### src/shared/ctl_bank_pkg.sv
// Constants for the peripheral control nibble bank.
// Assumes a single system clock and reset shared by all users.
package ctl_bank_pkg;

  // Space geometry
  localparam int          NUM_LOC  = 64;
  localparam int          NIB_W    = 4;
  localparam int          ADDR_W   = 6;
  localparam int          ROW_W    = 2;
  localparam int          COL_W    = 4;
  localparam logic [3:0]  NIB_RST  = 4'h0;
  localparam logic [3:0]  NIB_NONE = 4'h0;
  localparam logic [3:0]  NIB_ALL  = 4'hF;

  // Location addresses, row * 16 + column
  localparam logic [5:0]  ADDR_STACK_PTR  = 6'h01;
  localparam logic [5:0]  ADDR_WDT_CLK    = 6'h02;
  localparam logic [5:0]  ADDR_WDT_CLR    = 6'h03;
  localparam logic [5:0]  ADDR_BUF_SP     = 6'h04;
  localparam logic [5:0]  ADDR_SF_RST     = 6'h05;
  localparam logic [5:0]  ADDR_CE_CNT     = 6'h06;
  localparam logic [5:0]  ADDR_MOVT_SEL   = 6'h07;
  localparam logic [5:0]  ADDR_SYN_MODE   = 6'h10;
  localparam logic [5:0]  ADDR_SYN_REF    = 6'h11;
  localparam logic [5:0]  ADDR_SYN_UNLK   = 6'h12;
  localparam logic [5:0]  ADDR_TONE_PIN   = 6'h13;
  localparam logic [5:0]  ADDR_TONE_CLK   = 6'h14;
  localparam logic [5:0]  ADDR_WDT_STAT   = 6'h16;
  localparam logic [5:0]  ADDR_BT_CARRY   = 6'h17;
  localparam logic [5:0]  ADDR_FG_CH      = 6'h20;
  localparam logic [5:0]  ADDR_IF_GATE    = 6'h21;
  localparam logic [5:0]  ADDR_IF_MODE    = 6'h22;
  localparam logic [5:0]  ADDR_IF_CTRL    = 6'h23;
  localparam logic [5:0]  ADDR_ADC_CH     = 6'h24;
  localparam logic [5:0]  ADDR_ADC_MODE   = 6'h25;
  localparam logic [5:0]  ADDR_PWM_CLK    = 6'h26;
  localparam logic [5:0]  ADDR_PWM_PIN    = 6'h27;

  // Field positions
  localparam int          FLAG_BIT     = 0;
  localparam int          WDT_CLR_BIT  = 3;
  localparam int          IF_START_BIT = 1;
  localparam int          IF_RESET_BIT = 0;
  localparam int          ADC_CMP_BIT  = 0;

  // Per-location attribute: writable, readable, live status,
  // read-and-reset and write-pulse bit masks
  typedef struct packed {
    logic [3:0] wr;
    logic [3:0] rd;
    logic [3:0] hw;
    logic [3:0] rc;
    logic [3:0] pulse;
  } loc_attr_s;

  function automatic loc_attr_s loc_attr(input logic [5:0] a);
    loc_attr_s r;
    r = '{NIB_NONE, NIB_NONE, NIB_NONE, NIB_NONE, NIB_NONE};
    case (a)
      ADDR_STACK_PTR, ADDR_CE_CNT, ADDR_SYN_MODE, ADDR_SYN_REF,
      ADDR_TONE_CLK, ADDR_FG_CH, ADDR_IF_MODE: begin
        r.wr = NIB_ALL;
        r.rd = NIB_ALL;
      end
      ADDR_WDT_CLK, ADDR_SF_RST, ADDR_MOVT_SEL, ADDR_TONE_PIN,
      ADDR_PWM_PIN: begin
        r.wr = 4'h3;
        r.rd = 4'h3;
      end
      ADDR_ADC_CH: begin
        r.wr = 4'h7;
        r.rd = 4'h7;
      end
      ADDR_PWM_CLK: begin
        r.wr = 4'h1;
        r.rd = 4'h1;
      end
      ADDR_ADC_MODE: begin
        r.wr = 4'h6;
        r.rd = 4'h7;
        r.hw = 4'h1;
      end
      ADDR_BUF_SP: begin
        r.rd = 4'h3;
        r.hw = 4'h3;
      end
      ADDR_IF_GATE: begin
        r.rd = 4'h1;
        r.hw = 4'h1;
      end
      ADDR_SYN_UNLK, ADDR_WDT_STAT, ADDR_BT_CARRY: begin
        r.rd = 4'h1;
        r.rc = 4'h1;
      end
      ADDR_WDT_CLR: r.pulse = 4'h8;
      ADDR_IF_CTRL: r.pulse = 4'h3;
      default: r.wr = NIB_NONE;
    endcase
    return r;
  endfunction : loc_attr

endpackage : ctl_bank_pkg

### src/rtl/ctl_loc_decode.sv
// Address decoder for the 64-nibble control space.
// Assumes read and write strobes come from logic on the same clock.
module ctl_loc_decode
  import ctl_bank_pkg::*;
(
  // Access request
  input  wire logic [ADDR_W-1:0]  i_addr,
  input  wire logic               i_rd,
  input  wire logic               i_wr,
  // One-hot selects
  output logic      [NUM_LOC-1:0] o_rd_sel,
  output logic      [NUM_LOC-1:0] o_wr_sel
);

  logic [ROW_W-1:0] row;
  logic [COL_W-1:0] col;

  assign row = i_addr[ADDR_W-1:COL_W];
  assign col = i_addr[COL_W-1:0];

  // Read wins; a write in the same cycle is dropped
  genvar g;
  generate
    for (g = 0; g < NUM_LOC; g++) begin : g_sel
      assign o_rd_sel[g] = i_rd &&
        ({row, col} == ADDR_W'(g));
      assign o_wr_sel[g] = i_wr && !i_rd &&
        ({row, col} == ADDR_W'(g));
    end
  endgenerate

endmodule : ctl_loc_decode

### src/rtl/ctl_nibble_bank.sv
// Peripheral control nibble bank: 64 four-bit control locations.
// Assumes peripheral status and event inputs are on i_mclk.
// How it works
// - 64 nibbles at control addresses 00 to 3F
// - Each location has one access attribute, except 25, which mixes writable and status bits
// - Read-and-reset returns contents then clears flag
// - Writes to read-only locations change nothing
// - Write-only locations read back as zero
// - Fixed-zero bits always read as zero
// - Unused locations read as zero, ignore writes
// - Access only through window register transfers
module ctl_nibble_bank
  import ctl_bank_pkg::*;
(
  // Clock and reset
  input  wire logic              i_mclk,
  input  wire logic              i_arst_n,
  // Window register transfer port
  input  wire logic [ADDR_W-1:0] i_rf_addr,
  input  wire logic              i_regfile_read_instr,
  input  wire logic              i_regfile_write_instr,
  input  wire logic [NIB_W-1:0]  i_window_wdata,
  output logic      [NIB_W-1:0]  o_window_rdata,
  output logic                   o_window_rvalid,
  // Live status from peripherals
  input  wire logic [1:0]        i_buffer_stack_pointer,
  input  wire logic              i_if_count_gate_open,
  input  wire logic              i_adc_compare,
  // Flag events from peripherals
  input  wire logic              i_synth_unlock_event,
  input  wire logic              i_watchdog_stack_event,
  input  wire logic              i_base_timer_carry_event,
  // System settings
  output logic      [3:0]        o_stack_pointer,
  output logic      [1:0]        o_watchdog_clock_select,
  output logic      [1:0]        o_stack_fault_reset_select,
  output logic      [3:0]        o_chip_enable_reset_counter,
  output logic      [1:0]        o_table_move_bit_select,
  // Synthesizer and tone settings
  output logic      [3:0]        o_synth_mode_select,
  output logic      [3:0]        o_synth_reference_select,
  output logic      [1:0]        o_tone_pin_function_select,
  output logic      [3:0]        o_tone_clock_select,
  // Counter, converter and pulse width settings
  output logic      [3:0]        o_freq_gate_channel,
  output logic      [3:0]        o_if_count_mode,
  output logic      [2:0]        o_analog_sample_channel,
  output logic      [1:0]        o_analog_sample_mode,
  output logic                   o_pulse_width_clock_select,
  output logic      [1:0]        o_pulse_width_pin_select,
  // Flags as currently held
  output logic                   o_synth_unlock_flag,
  output logic                   o_watchdog_stack_flag,
  output logic                   o_base_timer_carry_flag,
  // Write-only command pulses
  output logic                   o_watchdog_counter_clear,
  output logic                   o_if_count_start,
  output logic                   o_if_count_reset
);

  // Whole module state
  typedef struct packed {
    logic [NUM_LOC-1:0][NIB_W-1:0] nib;
    logic [NIB_W-1:0]              rdata;
    logic                          rvalid;
    logic                          wdt_clr;
    logic                          if_start;
    logic                          if_reset;
  } bank_state_s;

  bank_state_s st_reg;
  bank_state_s st_next;

  logic [NUM_LOC-1:0]            rd_sel;
  logic [NUM_LOC-1:0]            wr_sel;
  logic [NUM_LOC-1:0][NIB_W-1:0] hw_val;
  logic [NUM_LOC-1:0][NIB_W-1:0] hw_set;
  logic [NUM_LOC-1:0][NIB_W-1:0] nib_upd;
  logic [NUM_LOC-1:0][NIB_W-1:0] rd_val;
  logic [NIB_W-1:0]              rd_raw;
  logic                          wr_hit_wdt;
  logic                          wr_hit_ifc;

  // Location select; the only path from the window port to the nibbles
  ctl_loc_decode u_decode (
    .i_addr   (i_rf_addr),
    .i_rd     (i_regfile_read_instr),
    .i_wr     (i_regfile_write_instr),
    .o_rd_sel (rd_sel),
    .o_wr_sel (wr_sel)
  );

  // Live status bits placed at their locations
  always_comb begin
    hw_val = '0;
    hw_val[ADDR_BUF_SP][1:0] = i_buffer_stack_pointer;
    hw_val[ADDR_IF_GATE][FLAG_BIT] = i_if_count_gate_open;
    hw_val[ADDR_ADC_MODE][ADC_CMP_BIT] = i_adc_compare;
  end

  // Flag events placed at their locations
  always_comb begin
    hw_set = '0;
    hw_set[ADDR_SYN_UNLK][FLAG_BIT] = i_synth_unlock_event;
    hw_set[ADDR_WDT_STAT][FLAG_BIT] = i_watchdog_stack_event;
    hw_set[ADDR_BT_CARRY][FLAG_BIT] = i_base_timer_carry_event;
  end

  // Write-only command locations hit by a write
  assign wr_hit_wdt = wr_sel[ADDR_WDT_CLR];
  assign wr_hit_ifc = wr_sel[ADDR_IF_CTRL];

  // Per-location update and read value, one copy for every nibble
  genvar g;
  generate
    for (g = 0; g < NUM_LOC; g++) begin : g_loc
      loc_attr_s        la;
      logic [NIB_W-1:0] held;
      logic [NIB_W-1:0] keep_m;
      logic [NIB_W-1:0] after_wr;
      logic [NIB_W-1:0] after_rd;
      logic [NIB_W-1:0] after_hw;
      logic [NIB_W-1:0] after_set;
      logic [NIB_W-1:0] live;

      assign la = loc_attr(ADDR_W'(g));
      assign held = st_reg.nib[g];
      assign keep_m = la.wr | la.hw | la.rc;

      // Only writable bits take the window data
      always_comb begin
        after_wr = held;
        if (wr_sel[g]) begin
          after_wr = (i_window_wdata & la.wr) | (held & ~la.wr);
        end
      end

      // Read clears the flag it returned
      always_comb begin
        after_rd = after_wr;
        if (rd_sel[g]) begin
          after_rd = after_wr & ~la.rc;
        end
      end

      // Status bits follow the peripheral
      assign after_hw = (after_rd & ~la.hw) | (hw_val[g] & la.hw);
      // Event in the clearing cycle wins, so no event is lost
      assign after_set = after_hw | (hw_set[g] & la.rc);
      // Bits with no function never hold a one
      assign nib_upd[g] = after_set & keep_m;

      // Status bits taken live so the answer is current
      assign live = (held & ~la.hw) | (hw_val[g] & la.hw);
      // Write-only, unused and fixed-zero bits read as zero
      assign rd_val[g] = live & la.rd;
    end
  endgenerate

  // Next state
  always_comb begin
    st_next = st_reg;
    st_next.nib = nib_upd;
    st_next.rvalid = 1'b0;
    st_next.wdt_clr = 1'b0;
    st_next.if_start = 1'b0;
    st_next.if_reset = 1'b0;
    // Read answer one cycle after the request
    if (i_regfile_read_instr) begin
      st_next.rdata = rd_raw;
      st_next.rvalid = 1'b1;
    end
    // Command pulses; bits stay unstored
    if (wr_hit_wdt) begin
      st_next.wdt_clr = i_window_wdata[WDT_CLR_BIT];
    end
    if (wr_hit_ifc) begin
      st_next.if_start = i_window_wdata[IF_START_BIT];
      st_next.if_reset = i_window_wdata[IF_RESET_BIT];
    end
  end

  // Read mux
  assign rd_raw = rd_val[i_rf_addr];

  // State register
  always_ff @(posedge i_mclk or negedge i_arst_n) begin
    if (!i_arst_n) begin
      st_reg <= '0;
    end else begin
      st_reg <= st_next;
    end
  end

  // Window read answer
  assign o_window_rdata = st_reg.rdata;
  assign o_window_rvalid = st_reg.rvalid;

  // System settings
  assign o_stack_pointer = st_reg.nib[ADDR_STACK_PTR];
  assign o_watchdog_clock_select = st_reg.nib[ADDR_WDT_CLK][1:0];
  assign o_stack_fault_reset_select = st_reg.nib[ADDR_SF_RST][1:0];
  assign o_chip_enable_reset_counter = st_reg.nib[ADDR_CE_CNT];
  assign o_table_move_bit_select = st_reg.nib[ADDR_MOVT_SEL][1:0];

  // Synthesizer and tone settings
  assign o_synth_mode_select = st_reg.nib[ADDR_SYN_MODE];
  assign o_synth_reference_select = st_reg.nib[ADDR_SYN_REF];
  assign o_tone_pin_function_select = st_reg.nib[ADDR_TONE_PIN][1:0];
  assign o_tone_clock_select = st_reg.nib[ADDR_TONE_CLK];

  // Counter, converter and pulse width settings
  assign o_freq_gate_channel = st_reg.nib[ADDR_FG_CH];
  assign o_if_count_mode = st_reg.nib[ADDR_IF_MODE];
  assign o_analog_sample_channel = st_reg.nib[ADDR_ADC_CH][2:0];
  assign o_analog_sample_mode = st_reg.nib[ADDR_ADC_MODE][2:1];
  assign o_pulse_width_clock_select = st_reg.nib[ADDR_PWM_CLK][0];
  assign o_pulse_width_pin_select = st_reg.nib[ADDR_PWM_PIN][1:0];

  // Flags
  assign o_synth_unlock_flag = st_reg.nib[ADDR_SYN_UNLK][FLAG_BIT];
  assign o_watchdog_stack_flag = st_reg.nib[ADDR_WDT_STAT][FLAG_BIT];
  assign o_base_timer_carry_flag = st_reg.nib[ADDR_BT_CARRY][FLAG_BIT];

  // Command pulses, one cycle wide
  assign o_watchdog_counter_clear = st_reg.wdt_clr;
  assign o_if_count_start = st_reg.if_start;
  assign o_if_count_reset = st_reg.if_reset;

endmodule : ctl_nibble_bank

### config.mk
export PLATFORM = sky130hd
export DESIGN_NAME = ctl_nibble_bank
export DESIGN_NICKNAME = d
export VERILOG_FILES = /design/src/shared/ctl_bank_pkg.sv /design/src/rtl/ctl_loc_decode.sv /design/src/rtl/ctl_nibble_bank.sv
export SDC_FILE = /design/constraint.sdc
export NUM_CORES = 1
export LEC_CHECK = 0
export BUFFER_PORTS_ARGS = -buffer_cell sky130_fd_sc_hd__buf_2
export CORE_ASPECT_RATIO = 0.7
export CORE_MARGIN = 2
export CORE_UTILIZATION = 52
export DETAILED_ROUTE_END_ITERATION = 10
export PLACE_DENSITY = 0.89
export SLEW_MARGIN = 5
export SYNTH_ARGS = -nofsm -noshare
export SYNTH_HDL_FRONTEND = slang
export SYNTH_SLANG_ARGS = --single-unit
export TNS_END_PERCENT = 50
### constraint.sdc
create_clock -name i_mclk -period 1.8 [get_ports i_mclk]
set_input_delay 0.27 -clock i_mclk [delete_from_list [all_inputs] [get_ports i_mclk]]
set_output_delay 0.27 -clock i_mclk [all_outputs]
set_load 0.03 [all_outputs]
==> results of run 1 <==
[layout make-up]
cell class | count | area, sq um | area share, %
Clock inverter | 1 | 5.00 | 0.152
Inverter | 3 | 11.3 | 0.341
Tap cell | 69 | 86.3 | 2.62
Sequential cell | 55 | 1380 | 41.7
Multi-Input combinational cell | 149 | 1250 | 37.8
Timing Repair Buffer | 89 | 495 | 15.0
Clock buffer | 7 | 76.3 | 2.31
[stage by stage]
step / setup WS [ps] / power [mW] / hold slack [ps] / util, % / instances
after floorplan: 382 / 1.77 / -25.6 / - / 219
after global placement: 143 / 1.99 / 284 / 65.6 / 364
after detailed placement: 124 / 2.00 / 291 / 65.6 / 364
after CTS: 398 / 2.65 / 144 / 67.5 / 373
after global routing: 195 / 2.76 / 138 / 67.5 / 373
final: 400 / 2.65 / 144 / 67.5 / 373
[critical path, stage by stage, from the launching register on]
cell       delay (ps)
dfrtp_1           420
mux4_2            480
o2111ai_1         240
o2111ai_1         140
[state kept, by name (all words and copies together), names as in the netlist, 4 cells and up, named ones only]
signal	flops
g_loc.held	14
o_chip_enable_reset_counter	4
o_freq_gate_channel	4
o_if_count_mode	4
o_stack_pointer	4
o_synth_mode_select	4
o_synth_reference_select	4
o_tone_clock_select	4
o_window_rdata	4
[cells in the mapped netlist (all sizes together) (3+ instances only)]
| library cell | n |
|---|---|
| mux2i | 3 |
| nor2b | 8 |
| mux2 | 47 |
| clkbuf | 3 |
| and3 | 4 |
| a22oi | 5 |
| dfrtp | 55 |
| nand2b | 3 |
| a21oi | 3 |
| nand2 | 12 |
| o2111ai | 3 |
| inv | 3 |
| nand3 | 20 |
| buf | 9 |
| mux4 | 4 |
| nor2 | 8 |
| o21ai | 6 |
[how the worst max path moves through the flow]
stage | start | end | slack [ps] | cells past startpoint
3_3_place_gp | i_rf_addr[0] | o_window_rdata[2]$_DFFE_PN0P_ | 140 | 7
6_report | g_loc[19].held[0]$_DFFE_PN0P_ | o_window_rdata[0]$_DFFE_PN0P_ | 400 | 3
2_1_floorplan | g_loc[7].held[1]$_DFFE_PN0P_ | o_window_rdata[1]$_DFFE_PN0P_ | 380 | 5
4_1_cts | g_loc[19].held[0]$_DFFE_PN0P_ | o_window_rdata[0]$_DFFE_PN0P_ | 400 | 3
3_5_place_dp | i_rf_addr[0] | o_window_rdata[3]$_DFFE_PN0P_ | 120 | 7
5_1_grt | i_rf_addr[0] | o_window_rdata[3]$_DFFE_PN0P_ | 200 | 7
[what timing repair did]
action,in CTS,in global routing
setup buffers,0,0
hold buffers,1,0
gates resized for setup,0,0
hold endpoints to repair,23,0
[power by group through the flow]
stage / Clock (mW) / Combinational [mW] / Sequential [mW]
2_1_floorplan: 0 / 0.189 / 1.58
3_3_place_gp: 0 / 0.568 / 1.42
3_5_place_dp: 0 / 0.580 / 1.42
4_1_cts: 0.671 / 0.583 / 1.40
5_1_grt: 0.723 / 0.623 / 1.41
6_report: 0.671 / 0.582 / 1.40
[layer usage]
metal / up-vias / global-route usage, % / part of all wire [%]
met5: - / 0 / 0
met4: 0 / 7.31 / 1.2
met3: 12 / 7.19 / 9.6
met2: 115 / 38.8 / 43
met1: 1111 / 37.2 / 46
li1: 984 / - / -
[cells by family after synthesis]
kind of cell	share of synthesized area [%]
AOI/OAI and AO/OA	7.77
muxes	24.0
buffers and inverters	2.92
and+or+nand+nor	14.4
DFF	50.9
==> out/metrics.cfg, run 1 <==
[final_layout]
layout.nets=324
layout_common_cells=buf_2 (75), dfrtp_1 (55), mux2_2 (47), nand3_1 (19)
antennaDiodeCount=0
num-fill-cells=390
design_area_sq_um=3300
drive_above_1_share_pct=49.7
mostFrequentLayoutCell=buf_2
area_growth_pct=22.0

[power_and_ir_drop]
power.internal_mw=1.81
p_sw_share_pct=31.9
clockPowerShare_pct=25.3
comb_power_share_pct=22.0
p_per_area_nw_per_um2=803
irDropWorstVdd_mv=0.525
sequentialPowerShare_pct=52.7
p_switching_mw=0.845
power_leakage_nw=1.67

[cts]
clkLatencyLatePin_ps=310
numClockSinks=55
cts_tree=yes
path_clk_slew_ps=100
cts_root_buf=clkbuf_8
clock_path_buffers=2
htree_levels=2
numCtsBuffers=5

[critical_path]
crit_type=register to register
rr_startpoint=g_loc[19].held[0]$_DFFE_PN0P_
r2r_slack_ps=400
reg2reg_to=o_window_rdata[0]$_DFFE_PN0P_
crit_path_start_kind=register
crit_fanout=3
endpoint_kind=register
rr_worst_depth=3
crit_arrival_ps=1580
cp_data_required_time_ps=1980

[routing]
routed-via-count=2222
wl_per_cell_um=18.8
drt_iter0_drc=138
vias_per_cell=5.96
antenna_left=0
first_pass_iters=4
route.detailed.drc=0
routed_wl_um=7000

[sta]
rsz0062_at_grt=false
max_freq_mhz=714
slew_viol_final=0
clock_skew_ps=5.44
hold_violations=0
tightest_slew_ps=567
period_minus_slack_ps=1400
max-slew-margin-rel_pct=62.2
fin_crit_sh_pct=77.8
fin_setup_tns_ps=0
setup_violations=0

[grt]
grt_pass1_wl_um=11700
grt_usage_pct=25.9
antenna_found_initial=0
gr-total-overflow=0
grt_max_degree=33
grt_pass1_vias=2276

[yosys]
synth_edf_count=0
async_reset_ff_share_pct=100
syn_nets=240
yosys_most_used_dff=dfrtp_1
yosysSeqAreaShare_pct=50.9
syn_area_sq_um=2700
synth_top_area_share_pct=50.9
ys_seq_elements=55
synth.distinct_cells=40
yosys_warnings=0
avgSynthCellArea_sq_um=12.3
synthCells=219
synth_area_leaders=dfrtp_1 (51%), mux2_2 (20%), nand3_1 (3.5%)
yosysTopAreaCell=dfrtp_1

[floorplanning]
core_sq_um=4890
rows=21
dieArea_sq_um=5800
io_pins=76
initial_utilization_pct=55.3
die_x_um=90.2
die_h_um=64.3

[place]
hpwlAfterDp_um=5230
placed_cell_area_sq_um=3210
port_buffers=75
place.gp.congestion=0.929

[min_path]
hp-start=i_synth_unlock_event
hold_class=input pin to register
whs_path_depth=2
hold_end=g_loc[18].after_wr[0]$_DFF_PN0_

[job]
max_cap_violations=0

[outcome]
status=finished, final reports clean

No activity file was read; power rests on OpenSTA's default activity.
==> inputs of run 2 (changes only) <==
--- a/config.mk
+++ b/config.mk
@@ -8,9 +8,9 @@
 export BUFFER_PORTS_ARGS = -buffer_cell sky130_fd_sc_hd__buf_2
 export CORE_ASPECT_RATIO = 0.7
 export CORE_MARGIN = 2
-export CORE_UTILIZATION = 52
+export CORE_UTILIZATION = 47
 export DETAILED_ROUTE_END_ITERATION = 10
-export PLACE_DENSITY = 0.89
+export PLACE_DENSITY = 0.85
 export SLEW_MARGIN = 5
 export SYNTH_ARGS = -nofsm -noshare
 export SYNTH_HDL_FRONTEND = slang
==> constraint.sdc (replaced) <==
create_clock -name i_mclk -period 1.2 [get_ports i_mclk]
set_input_delay 0.18 -clock i_mclk [delete_from_list [all_inputs] [get_ports i_mclk]]
set_output_delay 0.18 -clock i_mclk [all_outputs]
set_load 0.03 [all_outputs]
==> run 2 against run 1 <==
The flow now finishes with violations (setup timing). Highest routed layer unchanged. Setup slack got worse by 580 ps. Flip-flop and latch count did not move. Via count is 5.3% higher. Wire length increased by 13%. Cell count grew 13%. Critical path depth increased by 2. Critical endpoint is now o_window_rdata[1]$_DFFE_PN0P_. Cell area is 16% higher. Die area is 10% higher. Largest power group unchanged. Worst hold slack got worse by 100 ps. Clock skew up 6.9 ps. Core utilization rose by 0.61 points. Sequential power rose by 51%.
==> out/metrics.cfg, run 2 (synthesis results as in run 1) <==
[outcome]
status=finished with violations
violations=setup timing

[critical_path]
crit_path_top_delay_cell=mux4_2
crit_path_start_kind=register
cp_data_required_time_ps=1380
cp_cell_sequence=mux4_2 > nand2_1 > o21ai_2 > o211ai_1 > o2111ai_1
critPathMaxStageDelay_ps=450
crit_fanout=2
crit_arrival_ps=1560
crit_type=register to register
endpoint_kind=register

[sta]
period_minus_slack_ps=1380
fin_setup_tns_ps=-344
fin_crit_sh_pct=115
slew_viol_final=0
rsz0062_at_grt=true
max-slew-margin-rel_pct=77.5
setup_violations=2
clock_skew_ps=12.3
fin_ws_ps=-184
tightest_slew_ps=334
hold_violations=0
max_freq_mhz=723

[routing]
vias_per_cell=5.57
routed-via-count=2340
antenna_left=0
drt_iter0_drc=176
wl_per_cell_um=18.9
route.detailed.drc=0
routed_wl_um=7940
first_pass_iters=4

[cts]
path_clk_slew_ps=100
cts_setup_buffers=0
cts_tree=yes
cts_root_buf=clkbuf_8
numCtsBuffers=5
htree_levels=2
numClockSinks=55
clock_path_buffers=2
clkLatencyLatePin_ps=320

[floorplanning]
rows=23
initial_utilization_pct=47.9
io_pins=76
die_h_um=67.5
core_sq_um=5640
dieArea_sq_um=6390
die_x_um=94.7

[power_and_ir_drop]
p_per_area_nw_per_um2=1120
irDropWorstVdd_mv=0.738
sequentialPowerShare_pct=49.1
p_switching_mw=1.36
clockPowerShare_pct=25.7
power.internal_mw=2.93
p_sw_share_pct=31.8
comb_power_share_pct=25.2
power_leakage_nw=1.91

[grt]
grt_pass1_wl_um=12100
grt_usage_pct=25.6
gr-total-overflow=0
grt_max_degree=56
antenna_found_initial=0
grt_pass1_vias=2393

[min_path]
hold_class=input pin to register

[final_layout]
mostFrequentLayoutCell=buf_2
largest_register_ff_count=14
area_growth_pct=42.1
instances_no_fill=420
layout_common_cells=buf_2 (59), dfrtp_1 (45), mux2_2 (44), buf_4 (44), buf_6 (24)
fin_util_pct=68.1
antennaDiodeCount=0
design_area_sq_um=3840
drive_above_1_share_pct=62.3
layout.nets=365

[place]
place.gp.congestion=0.938
dp_cells=411
placed_cell_area_sq_um=3570
hpwlAfterDp_um=5890
port_buffers=75

[job]
max_cap_violations=0

[run 2: worst paths after layout]
kind	from	end	slack (ps)	depth (start not counted)
max	g_loc[5].held[1]$_DFFE_PN0P_	o_window_rdata[1]$_DFFE_PN0P_	-180	5
max in group asynchronous	i_arst_n	o_chip_enable_reset_counter[0]$_DFFE_PN0P_	540	3
min in group asynchronous	i_arst_n	o_window_rvalid$_DFF_PN0_	380	3
min reg2reg	o_freq_gate_channel[3]$_DFFE_PN0P_	o_freq_gate_channel[3]$_DFFE_PN0P_	550	1
min	i_watchdog_stack_event	g_loc[22].after_wr[0]$_DFF_PN0_	40	2
max reg2reg	g_loc[5].held[1]$_DFFE_PN0P_	o_window_rdata[1]$_DFFE_PN0P_	-180	5
[run 2: power by group through the flow]
stage | Clock (mW) | Sequential (mW) | Combinational (mW)
5_1_grt | 1.21 | 2.12 | 1.15
6_report | 1.10 | 2.11 | 1.08
2_1_floorplan | 0 | 2.38 | 0.295
3_5_place_dp | 0 | 2.13 | 1.01
4_1_cts | 1.11 | 2.10 | 1.05
3_3_place_gp | 0 | 2.12 | 0.979
[run 2: repair_timing]
item | CTS | global route
hold buffers | 1 | 0
hold endpoints to repair | 55 | 0
endpoints found under the setup margin | 18 | 21
gates resized for setup | 24 | 27
pin swaps | 2 | 1
[run 2: per-stage QoR]
step,hold slack (ps),power [mW],setup WS [ps]
4_1_cts,43.8,4.26,-178
3_5_place_dp,204,3.14,-373
3_3_place_gp,194,3.10,-320
5_1_grt,30.5,4.47,-202
2_1_floorplan,-116,2.67,-166
6_report,42.1,4.29,-184
[run 2: critical path, delay by kind of cell (launching register included)]
| kind | cells | cell delay (ps) |
|---|---|---|
| DFF | 1 | 430 |
| and+or+nand+nor | 1 | 80 |
| AOI/OAI and AO/OA | 3 | 300 |
| muxes | 1 | 450 |
[run 2: layer usage]
layer	GRT usage [%]	part of all wire, %	vias to the layer above
met2	41.1	48	76
met5	0	0	-
met1	35.9	46	1196
li1	-	-	1057
met3	5.47	5.1	11
met4	6.34	1.2	0
[run 2: final cells by class]
class	count	area, sq um
Inverter	3	11.3
Timing Repair Buffer	130	946
Sequential cell	55	1390
Clock buffer	6	82.6
Multi-Input combinational cell	149	1300
Tap cell	75	93.8
Fill cell	427	1800
Clock inverter	2	16.3
